$ cat config.mk
export PLATFORM = sky130hd
export DESIGN_NAME = cpps_top
export DESIGN_NICKNAME = d
export VERILOG_FILES = /design/src/verilog/cpps_pkg.sv /design/src/verilog/cpps_timer.sv /design/src/verilog/cpps_top.sv
export SDC_FILE = /design/constraint.sdc
export NUM_CORES = 1
export LEC_CHECK = 0
export ABC_AREA = 0
export BUFFER_PORTS_ARGS = -buffer_cell sky130_fd_sc_hd__buf_4
export CAP_MARGIN = 40
export CORE_MARGIN = 5
export CORE_UTILIZATION = 55
export CTS_BUF_LIST = sky130_fd_sc_hd__clkbuf_4
export DETAILED_ROUTE_END_ITERATION = 8
export MAX_ROUTING_LAYER = met4
export PLACE_DENSITY = 0.87
export SETUP_SLACK_MARGIN = 0.5
export SLEW_MARGIN = 20
export SYNTH_ARGS = -nofsm -noshare
export SYNTH_HDL_FRONTEND = slang
export SYNTH_SLANG_ARGS = --single-unit
$ cat constraint.sdc
create_clock -name clock -period 3.87 [get_ports clock]
set_clock_uncertainty 0.2 [all_clocks]
set_input_delay 0.387 -clock clock [delete_from_list [all_inputs] [get_ports clock]]
set_output_delay 0.387 -clock clock [all_outputs]
set_load 0.01 [all_outputs]
$ cat src/verilog/cpps_pkg.sv
`default_nettype none
// ==========================================================
// Shared constants for the charger power path sequencer
package cpps_pkg;
   // ==========================================================
   // Clock and time base
   localparam int unsigned CPPS_CLK_MHZ = 100; // Oscillator rate in MHz
   localparam int unsigned CPPS_DETECT_MS = 700; // Adapter qualification delay, ms
   localparam int unsigned CPPS_OC_MS = 10; // Extra overcurrent interval, ms
   localparam int unsigned CPPS_DEAD_US = 10; // Selector dead time, us
   localparam int unsigned CPPS_STEP_US = 1700; // Soft-start step length, us (1.7 ms)
   // Derived cycle counts; all are least times and divide exactly
   localparam int unsigned CPPS_DETECT_CYC = CPPS_DETECT_MS * 1000 * CPPS_CLK_MHZ;
   localparam int unsigned CPPS_OC_CYC = CPPS_OC_MS * 1000 * CPPS_CLK_MHZ;
   localparam int unsigned CPPS_DEAD_CYC = CPPS_DEAD_US * CPPS_CLK_MHZ;
   localparam int unsigned CPPS_STEP_CYC = CPPS_STEP_US * CPPS_CLK_MHZ;

   // ==========================================================
   // Soft-start and cell count encodings
   localparam logic [3:0] CPPS_STEP_MAX = 4'h8; // Number of equal current steps
   localparam logic [3:0] CPPS_STEP_MIN = 4'h1; // First step after enable
   localparam logic [2:0] CPPS_CELLS_FLOAT = 3'h2; // Pin left floating
   localparam logic [2:0] CPPS_CELLS_GND = 3'h3; // Pin tied to analog ground
   localparam logic [2:0] CPPS_CELLS_REF = 3'h4; // Pin tied to reference output

   // ==========================================================
   // Register map, byte addresses, and field positions
   localparam logic [3:0] CPPS_STATUS_OFS = 4'h0; // Read-only status
   localparam logic [3:0] CPPS_CONTROL_OFS = 4'h4; // Read/write control
   localparam logic [3:0] CPPS_LEVEL_OFS = 4'h8; // Read-only soft-start level
   localparam logic [31:0] CPPS_CONTROL_RST = 32'h0000_0000; // Control after reset
   localparam int unsigned CPPS_CTL_INHIBIT_BIT = 0; // Software charge inhibit

   // ==========================================================
   // Selector states
   typedef enum logic [1:0] {
      CPPS_SEL_BAT = 2'b00, // Battery feeds system
      CPPS_SEL_TO_AC = 2'b01, // Both off, heading to adapter
      CPPS_SEL_AC = 2'b10, // Adapter feeds system
      CPPS_SEL_TO_BAT = 2'b11 // Both off, heading to battery
   } cpps_sel_t;
endpackage : cpps_pkg
`default_nettype wire

$ cat src/verilog/cpps_timer.sv
`timescale 1ns/1ns
`default_nettype none
// ==========================================================
// Saturating interval timer, cleared while run is low
module cpps_timer #(
   parameter int unsigned COUNT = 1000 // Cycles until done
) (
   // Clock and reset
   input wire logic clock,
   input wire logic rst,
   // Control and result
   input wire logic run,
   output logic done
);
   localparam int unsigned W = (COUNT > 1) ? $clog2(COUNT) : 1; // Counter width
   localparam logic [W-1:0] LAST = W'(COUNT - 1); // Final count
   logic [W-1:0] cnt_reg; // Elapsed cycles

   // ==========================================================
   // Count while qualified, restart as soon as run drops
   always_ff @(posedge clock) begin
      if (rst || !run) begin
         cnt_reg <= '0;
         done <= 1'b0;
      end else if (cnt_reg == LAST) begin
         done <= 1'b1; // Hold until run falls
      end else begin
         cnt_reg <= cnt_reg + 1'b1;
      end
   end
endmodule : cpps_timer
`default_nettype wire

$ cat src/verilog/cpps_top.sv
// Register access over Avalon-MM and the register offsets are this design's own decisions.
`timescale 1ns/1ns
`default_nettype none
// Contract
// - Three-level pin gives 2, 3 or 4 cells
// - Supply below 4 V keeps everything disabled
// - Low sense: partial bias, drivers, monitor grounded
// - Sense above 0.6 V: full bias, monitor valid
// - Above 2.4 V, 700 ms later signal good
// - Battery switch on until adapter detected
// - Charge only with all enable conditions met
// - Also headroom, delays done, reference valid
// - Battery off before adapter on, never both
// - Changeover after delay, needs 185 mV headroom
// - Both off 10 us before adapter on
// - Back to battery within 285 mV, dead time
// - Drive high is off, low is on
// - Turn-off fast, turn-on deferred and slow
// - Ramp charge current in 8 equal steps
// - Each step lasts about 1.7 ms
// - Reduce charge current while input over limit
// - Adjust pin at regulator selects default target
module cpps_top #(
   parameter int unsigned DETECT_CYC = cpps_pkg::CPPS_DETECT_CYC, // Adapter delay
   parameter int unsigned OC_CYC = cpps_pkg::CPPS_OC_CYC, // Overcurrent interval
   parameter int unsigned STEP_CYC = cpps_pkg::CPPS_STEP_CYC // Soft-start step
) (
   // Clock and reset
   input wire logic clock,
   input wire logic rst,
   // Avalon-MM slave
   input wire logic [3:0] avs_address,
   input wire logic avs_read,
   input wire logic avs_write,
   input wire logic [31:0] avs_writedata,
   input wire logic [3:0] avs_byteenable,
   output logic [31:0] avs_readdata,
   output logic avs_waitrequest,
   // Comparator results from the analog front end
   input wire logic supply_ok, // input_supply above 4 V
   input wire logic adapter_sense_above_low, // adapter_sense above 0.6 V
   input wire logic adapter_sense_above_det, // adapter_sense above 2.4 V
   input wire logic supply_above_battery, // input_supply over battery by 185 mV
   input wire logic adapter_side_near_battery, // adapter_side_sense within 285 mV
   input wire logic adapter_overvoltage,
   input wire logic thermal_shutdown,
   input wire logic thermistor_sense_ok, // Inside temperature window
   input wire logic ratio_reference_ok, // ratio_reference above 2.4 V
   input wire logic input_over_limit, // Input current above input_limit_set
   input wire logic voltage_adjust_at_regulator,
   input wire logic cells_above_high, // Pin above high threshold
   input wire logic cells_below_low, // Pin below low threshold
   // Host logic input
   input wire logic charge_enable_n,
   // Bias and monitor enables
   output logic bias_partial_en,
   output logic bias_full_en,
   output logic gate_drive_regulator_en,
   output logic reference_en,
   output logic input_current_monitor_en,
   // Selector gate drives and status
   output logic adapter_switch_drive_n,
   output logic battery_switch_drive_n,
   output logic adapter_good_n,
   // Charger control
   output logic charge_en,
   output logic [3:0] charge_current_step,
   output logic input_power_limiting,
   output logic [2:0] cell_count,
   output logic voltage_target_default
);
   import cpps_pkg::*;

   // ==========================================================
   // Declarations
   cpps_sel_t sel_reg; // Selector state
   cpps_sel_t sel_next; // Selector next state
   logic [31:0] control_reg; // Software control word
   logic detect_run; // Adapter valid and biased
   logic detect_done; // 700 ms elapsed
   logic oc_done; // Extra 10 ms elapsed
   logic dead_done; // Dead time elapsed
   logic step_done; // One soft-start step elapsed
   logic charge_ok; // All charge conditions met now
   logic step_run; // Step timer qualifier

   // Three-level pin decode, used by the output and status paths
   function automatic logic [2:0] cpps_cells(input logic hi, input logic lo);
      if (hi) begin
         cpps_cells = CPPS_CELLS_REF;
      end else if (lo) begin
         cpps_cells = CPPS_CELLS_GND;
      end else begin
         cpps_cells = CPPS_CELLS_FLOAT; // Floating sits mid-rail
      end
   endfunction : cpps_cells

   // ==========================================================
   // Interval timers on the local oscillator
   // Adapter must stay above threshold the whole interval
   assign detect_run = supply_ok && adapter_sense_above_low && adapter_sense_above_det;
   cpps_timer #(.COUNT(DETECT_CYC)) u_detect_timer (
      .clock(clock),
      .rst(rst),
      .run(detect_run),
      .done(detect_done)
   );
   // Overcurrent interval follows the detection delay
   cpps_timer #(.COUNT(OC_CYC)) u_oc_timer (
      .clock(clock),
      .rst(rst),
      .run(detect_run && detect_done),
      .done(oc_done)
   );
   // Dead time runs in both break states
   cpps_timer #(.COUNT(CPPS_DEAD_CYC)) u_dead_timer (
      .clock(clock),
      .rst(rst),
      .run(sel_reg == CPPS_SEL_TO_AC || sel_reg == CPPS_SEL_TO_BAT),
      .done(dead_done)
   );
   // Step timer restarts after each step; one idle cycle per step is fine
   assign step_run = charge_en && !step_done;
   cpps_timer #(.COUNT(STEP_CYC)) u_step_timer (
      .clock(clock),
      .rst(rst),
      .run(step_run),
      .done(step_done)
   );

   // ==========================================================
   // Bias staging
   always_ff @(posedge clock) begin
      if (rst) begin
         bias_partial_en <= 1'b0;
         bias_full_en <= 1'b0;
         gate_drive_regulator_en <= 1'b0;
         reference_en <= 1'b0;
         input_current_monitor_en <= 1'b0;
      end else begin
         bias_partial_en <= supply_ok;
         // Monitor stays grounded until the sense clears its low threshold
         bias_full_en <= supply_ok && adapter_sense_above_low;
         gate_drive_regulator_en <= supply_ok && adapter_sense_above_low;
         reference_en <= supply_ok && adapter_sense_above_low;
         input_current_monitor_en <= supply_ok && adapter_sense_above_low;
      end
   end

   // ==========================================================
   // Adapter good status, cleared at once on adapter loss
   always_ff @(posedge clock) begin
      if (rst) begin
         adapter_good_n <= 1'b1;
      end else begin
         adapter_good_n <= !(detect_done && detect_run);
      end
   end

   // ==========================================================
   // Selector state machine; break-before-make
   always_comb begin
      sel_next = sel_reg;
      unique case (sel_reg)
         CPPS_SEL_BAT: begin
            // Wait for delay and headroom before leaving the battery
            if (detect_done && detect_run && supply_above_battery) begin
               sel_next = CPPS_SEL_TO_AC;
            end
         end
         CPPS_SEL_TO_AC: begin
            if (!detect_run) begin
               sel_next = CPPS_SEL_TO_BAT; // Adapter vanished mid-break
            end else if (dead_done) begin
               sel_next = CPPS_SEL_AC;
            end
         end
         CPPS_SEL_AC: begin
            // Hold the adapter until its side has sagged near the battery
            if (!detect_run && adapter_side_near_battery) begin
               sel_next = CPPS_SEL_TO_BAT;
            end
         end
         CPPS_SEL_TO_BAT: begin
            if (dead_done) begin
               sel_next = CPPS_SEL_BAT;
            end
         end
      endcase
      if (!supply_ok) begin
         sel_next = CPPS_SEL_BAT; // Lockout returns to the default path
      end
   end
   // Selector state register
   always_ff @(posedge clock) begin
      if (rst) begin
         sel_reg <= CPPS_SEL_BAT;
      end else begin
         sel_reg <= sel_next;
      end
   end

   // ==========================================================
   // Gate drives: high pulls gate to the source rail (off), low
   // asks the regulator for 6 V below it (on). Taken from the next
   // state, so a switch drops in the same edge its state is left,
   // while turn-on waits out the whole dead time.
   always_ff @(posedge clock) begin
      if (rst) begin
         adapter_switch_drive_n <= 1'b1;
         battery_switch_drive_n <= 1'b1;
      end else begin
         adapter_switch_drive_n <= !(supply_ok && sel_next == CPPS_SEL_AC);
         battery_switch_drive_n <= !(supply_ok && sel_next == CPPS_SEL_BAT);
      end
   end

   // ==========================================================
   // Charge qualification
   assign charge_ok = !charge_enable_n && supply_ok && detect_run && !adapter_overvoltage
      && !thermal_shutdown && thermistor_sense_ok
      && supply_above_battery && oc_done && ratio_reference_ok
      && !control_reg[CPPS_CTL_INHIBIT_BIT];
   // Enable register; drops the cycle after any condition fails
   always_ff @(posedge clock) begin
      if (rst) begin
         charge_en <= 1'b0;
      end else begin
         charge_en <= charge_ok;
      end
   end

   // ==========================================================
   // Soft-start level; a fresh ramp on every enable
   always_ff @(posedge clock) begin
      if (rst) begin
         charge_current_step <= 4'h0;
         input_power_limiting <= 1'b0;
      end else begin
         input_power_limiting <= charge_en && input_over_limit;
         if (!charge_en) begin
            charge_current_step <= charge_ok ? CPPS_STEP_MIN : 4'h0;
         end else if (step_done && input_over_limit) begin
            // Back off one step at a time; never below the first step
            if (charge_current_step > CPPS_STEP_MIN) begin
               charge_current_step <= charge_current_step - 1'b1;
            end
         end else if (step_done && charge_current_step < CPPS_STEP_MAX) begin
            charge_current_step <= charge_current_step + 1'b1;
         end
      end
   end

   // ==========================================================
   // Cell count and voltage target selection
   always_ff @(posedge clock) begin
      if (rst) begin
         cell_count <= CPPS_CELLS_FLOAT;
         voltage_target_default <= 1'b0;
      end else begin
         cell_count <= cpps_cells(cells_above_high, cells_below_low);
         voltage_target_default <= voltage_adjust_at_regulator;
      end
   end

   // ==========================================================
   // Avalon-MM slave: one wait state, then the answer
   always_ff @(posedge clock) begin
      if (rst) begin
         avs_waitrequest <= 1'b1;
      end else begin
         // Low for exactly one cycle per request
         avs_waitrequest <= !((avs_read || avs_write) && avs_waitrequest);
      end
   end

   // Read data captured with the wait release; unmapped reads as zero
   always_ff @(posedge clock) begin
      if (rst) begin
         avs_readdata <= 32'h0;
      end else if (avs_read && avs_waitrequest) begin
         unique case (avs_address)
            CPPS_STATUS_OFS: begin
               avs_readdata <= {19'h0, bias_full_en, input_power_limiting, cell_count,
                  charge_current_step, sel_reg, charge_en, !adapter_good_n};
            end
            CPPS_CONTROL_OFS: begin
               avs_readdata <= control_reg;
            end
            CPPS_LEVEL_OFS: begin
               avs_readdata <= {28'h0, charge_current_step};
            end
            default: begin
               avs_readdata <= 32'h0;
            end
         endcase
      end
   end

   // Control writes land one edge after the wait ends, while waitrequest is low
   always_ff @(posedge clock) begin
      if (rst) begin
         control_reg <= CPPS_CONTROL_RST;
      end else if (avs_write && !avs_waitrequest && avs_address == CPPS_CONTROL_OFS) begin
         for (int i = 0; i < 4; i++) begin
            if (avs_byteenable[i]) begin
               control_reg[i*8 +: 8] <= avs_writedata[i*8 +: 8];
            end
         end
      end
   end
endmodule : cpps_top
`default_nettype wire

-- Word-level counts from Yosys, hierarchy flattened
Index checks and enable logic that the tools add are counted.
- register bits: 161
- latch bits: 0
- RAM bits: 0
- ROM bits: 0
- input port bits: 58
- output and inout bits: 51
- word-level logic and storage cells: 114
- memories: 0
- add/subtract/negate cells: 6
- $mul: 0
- divide/modulo/power cells: 0
- magnitude comparators: 2
- equality and inequality tests: 12
- shift operators: 0
- muxes and demuxes: 15
- bitwise gates (word level): 0
- reductions and logical operators: 53
- operators by type and width (cell ; count):
    32-bit one-hot mux with 3 select lines ; 1
    27-bit by 1-bit adder with 27-bit output (second input constant) ; 1
    27-bit equality test (second input constant) ; 1
    1-bit logical AND ; 24
    20-bit by 1-bit adder with 20-bit output (second input constant) ; 1
    20-bit equality test (second input constant) ; 1
    18-bit by 1-bit adder with 18-bit output (second input constant) ; 1
    18-bit equality test (second input constant) ; 1
    4-bit two-way mux ; 4
    1-bit zero test ; 14
    2-bit two-way mux ; 6
    10-bit by 1-bit adder with 10-bit output (second input constant) ; 1
    10-bit equality test (second input constant) ; 1
    2-bit AND reduction ; 5
    2-bit one-hot mux with 4 select lines ; 1
    2-bit equality test (second input constant) ; 3
    1-bit logical OR ; 6
    4-bit by 1-bit adder with 4-bit output (second input constant) ; 1
    4-bit by 3-bit equality test with 1-bit output (second input constant) ; 1
    4-bit equality test (second input constant) ; 1
    4-bit by 1-bit greater-than comparator with 1-bit output (second input constant) ; 1
    2-bit zero test ; 2
    4-bit zero test ; 1
    4-bit less-than comparator (second input constant) ; 1
    other kinds (7) ; 8

-- Depth between registers and ports, before layout
- depth after elaboration: 12
- gate-level depth with buffers: 7
- gate-level depth less buffers: 7

-- Modules after synthesis
From an unflattened synthesis, not the netlist that was laid out.
- cells, all modules: 770
- area total of the unflattened synthesis: 7248.2 µm²
- modules (own cells, without submodules) (module ; times used ; cells each ; area an instance (µm²) ; seq. area each (µm²)):
    cpps_top ; 1 ; 325 ; 3300.7 ; 1641.6
    cpps_timer at u_detect_timer ; 1 ; 174 ; 1502.7 ; 560.5
    cpps_timer at u_oc_timer ; 1 ; 110 ; 1008.5 ; 420.4
    cpps_timer at u_step_timer ; 1 ; 102 ; 914.6 ; 380.4
    cpps_timer at u_dead_timer ; 1 ; 59 ; 521.8 ; 220.2

-- Least setup slack after synthesis
No wires, ideal clock.
- kind: input port to flip-flop
- start point: input avs_address[3]
- end point: register control_reg[15]
- arrival time: 1.562 ns
- data required time: 3.600 ns
- slack: 2.038 ns
- cell stages on the path: 7
- path buffers: 3
- cell sequence: buf_2 > nor4b_4 > and3b_1 > buf_2 > buf_2 > nand3_1 > a21oi_1
- cells in the longest elaborated chain, start to end: 3
- RTL lines (element ; line ; source):
    start, declared ; cpps_top.sv:32 ; input wire logic [3:0] avs_address,
    4-bit by 3-bit equality test with 1-bit output ; cpps_top.sv:304 ; end else if (avs_write && !avs_waitrequest && avs_address == CPPS_CONTROL_OFS) begin
    1-bit logical AND ; cpps_top.sv:304 ;
    2-bit AND reduction (no source line) ; -- ;
    end signal, assigned by index ; cpps_top.sv:307 ; control_reg[i*8 +: 8] <= avs_writedata[i*8 +: 8];
    end, declared ; cpps_top.sv:78 ; logic [31:0] control_reg;
No other way between the ends.
A chain may end at the register's enable or synchronous reset.

-- Final worst setup path
- start point: input adapter_overvoltage
- end point: register charge_en
- cells in the longest elaborated chain, start to end: 8
- RTL lines (element ; line ; source):
    start, declared ; cpps_top.sv:45 ; input wire logic adapter_overvoltage,
    1-bit zero test ; cpps_top.sv:220 ; assign charge_ok = !charge_enable_n && supply_ok && detect_run && !adapter_overvoltage
    1-bit logical AND ; cpps_top.sv:220 ;
    1-bit logical AND (2 in a row) ; cpps_top.sv:221 ; && !thermal_shutdown && thermistor_sense_ok
    1-bit logical AND (3 in a row) ; cpps_top.sv:222 ; && supply_above_battery && oc_done && ratio_reference_ok
    1-bit logical AND ; cpps_top.sv:223 ; && !control_reg[CPPS_CTL_INHIBIT_BIT];
    end signal, assigned ; cpps_top.sv:229 ; charge_en <= charge_ok;
    end, declared ; cpps_top.sv:66 ; output logic charge_en,
No other way between the ends.

==> impl_metrics.csv <==
group,metric,value,unit
outcome,outcome,"finished with violations",
outcome,violations,"DRC",
synth,seq_area_frac_synth,47.5,%
synth,synthTopCellsByCount,"dfxtp_1, nor2_1, nand2_1",
timing,hold_viol_final,0,
drt,antenna_left,0,
critical_path,cpMostUsedCell,"dlygate4sd3_1",
clocking,hold_buffers,77,
clocking,clk_path_buf_depth,2,
critical_path,worstPathCellList,"dlygate4sd3_1, buf_4, or4b_2, dlygate4sd3_1, nor4_1, dlygate4sd3_1",
drt,first_iter_violations,925,
synth,yosysMostFrequentCell,"dfxtp_1",
die,start_util,56.3,%
drt,drc_errors,1,
die,die_h,121,um
final_layout,drive_gt1_share,16.5,%
timing,worstMarginPinSlew,677,ps
clocking,cts_buffers,17,
die,dieArea,14700,um^2
critical_path,worstPathBufferInverterCount,4,
critical_path,path_max_fanout,2,
drt,wirelength,20700,um
clocking,cts_root_buf,"clkbuf_4",
drt,vias_per_cell,5.94,
synth,yosysTopAreaCell,"dfxtp_1",
timing,min_period,2770,ps
critical_path,critPathMaxStageDelay,620,ps
clocking,cts_setup_buffers,0,
drt,drt_pass1_iterations,8,
run,max_cap_violations,0,
critical_path,critical_path_class,"input pin to flip-flop",
clocking,clkLatencyLatePin,580,ps
timing,fmax,361,MHz
place,preCtsSetupSlack,1320,ps
final_layout,num-fill-cells,795,
timing,relSlewSlack,54.7,%
place,gp_congestion,0.875,
die,ios,109,
place,dp_hpwl,11700,um
synth,synthesis.instances,807,
clocking,cts-htree-levels,4,
final_layout,nets,1046,
hold_path,hp-start,"charge_enable_n",
critical_path,start_kind,"input pin",
die,num_rows,40,
global_route,grt.overflow.total,0,
synth,synth_area_per_cell,8.42,um^2
hold_path,min_path_type,"input pin to flip-flop",
global_route,grt_pass1_vias,6670,
clocking,clk_pin_slew,130,ps
synth,ys.flop_type,"dfxtp_1",
die,core,12100,um^2
critical_path,slowest_stage,"or4b_2",
place,portBuffers,108,
die,die_w,121,um
synth,synth_cell_type_count,54,
global_route,antenna_found_initial,1,
synth,async_flop_share,0,%
global_route,grt_first_pass_wirelength,32200,um
synth,ys_warn_count,0,
final_layout,utilization,72.4,%
timing,setup_viol_count_final,0,
pwr,finalPower,2.75,mW
timing,setup_ws,1100,ps
global_route,grt_usage,28.0,%
critical_path,cp-end-kind,"flip-flop",
critical_path,crit_required,4190,ps
drt,routedWlPerCell,17.8,um
global_route,grt_max_degree,69,
critical_path,crit_start,"adapter_overvoltage",
critical_path,cp_top_family,"buffers and inverters",
synth,yosys_register_bits,161,
place,dpl-instance-area,7690,um^2
pwr,leakage,3.05,nW
timing,rsz0062_at_grt,"no",
final_layout,area_growth,28.6,%
final_layout,finalInstanceArea,8730,um^2
synth,yosysTopAreaCellShare,47.5,%
timing,finalCritPeriodShare,71.6,%
clocking,cts_tree,"yes",
synth,syn-cell-area,6790,um^2
clocking,cts_sinks,161,
drt,vias,6895,
critical_path,r2r_start,"control_reg[0]$_SDFFE_PP0P_",
pwr,ir_drop,0.252,mV
timing,drv_slew,0,
timing,tns,0,ps
pwr,powerDensity,315,nW/um^2
clocking,cts_resized,0,
synth,synth-edff-count,0,
synth,synth_nets,872,
critical_path,worstPathArrival,3090,ps
synth,ys_top_cells_by_area,"dfxtp_1, nand3_1, nor2_1",
==> worst reg2reg max path: stages, from the launching register on <==
cell and delay [ps]:
dfxtp_1 340, or4b_2 680, dlygate4sd3_1 590, nor4_1 210
dlygate4sd3_1 570
==> path summary, 6_finish.rpt <==
| path | to | slack (ps) | cells after the start |
|---|---|---|---|
| min reg2reg | avs_readdata[19]$_SDFFE_PP0P_ | 270 | 2 |
| min | charge_current_step[0]$_SDFFE_PP0P_ | 70 | 5 |
| max | charge_en$_SDFF_PP0_ | 1100 | 6 |
| max reg2reg | charge_en$_SDFF_PP0_ | 1230 | 4 |
==> layout make-up <==
cell class / count / area, um^2 / area share, %
Tap cell: 168 / 210 / 2.41
Clock buffer: 19 / 143 / 1.63
Inverter: 15 / 56.3 / 0.645
Sequential cell: 161 / 3220 / 36.9
Antenna cell: 1 / 2.50 / 0.0287
Timing Repair Buffer: 195 / 1680 / 19.2
Clock inverter: 11 / 92.6 / 1.06
Multi-Input combinational cell: 591 / 3330 / 38.1
==> through the flow <==
step                hold slack [ps]  cells
detailed placement              246   1050
CTS                            44.0   1157
finish                         68.8   1161
global route                   86.8   1161
floorplan                       237    807
global placement                240   1049
==> where the power goes <==
group	total [mW]	leakage, nW	switching, mW	internal [mW]
combinational	0.172	1.64	0.0843	0.0873
sequential	1.67	1.30	0.00527	1.66
clock	0.913	0.117	0.594	0.319
total	2.75	3.05	0.683	2.07
==> cell families after synthesis <==
kind of cell	synth area share [%]
muxes	1.09
buffers and inverters	3.56
AOI/OAI and AO/OA	9.97
DFF	47.5
and+or+nand+nor	29.3
xor gates and xnor gates	7.35
adders and majority gates	1.29
==> routing by layer <==
layer | GRT usage [%] | up-vias | part of all wire (%)
li1 | - | 3152 | -
met1 | 32.2 | 3219 | 40
met2 | 44.3 | 406 | 46
met3 | 7.83 | 118 | 8.6
met4 | 15.7 | 0 | 5.3
met5 | - | - | 0
==> layout by cell type, fill, tap and decap left out, types with 16 or more instances in the layout <==
cell type	instances
nor3_1	16
clkbuf_4	19
dlygate4sd3_1	77
nor2_1	109
nand3_1	91
a21oi_1	81
dfxtp_1	161
xor2_1	38
xnor2_1	19
nand2_1	93
buf_4	114
Power figures use the tool's default switching activity.
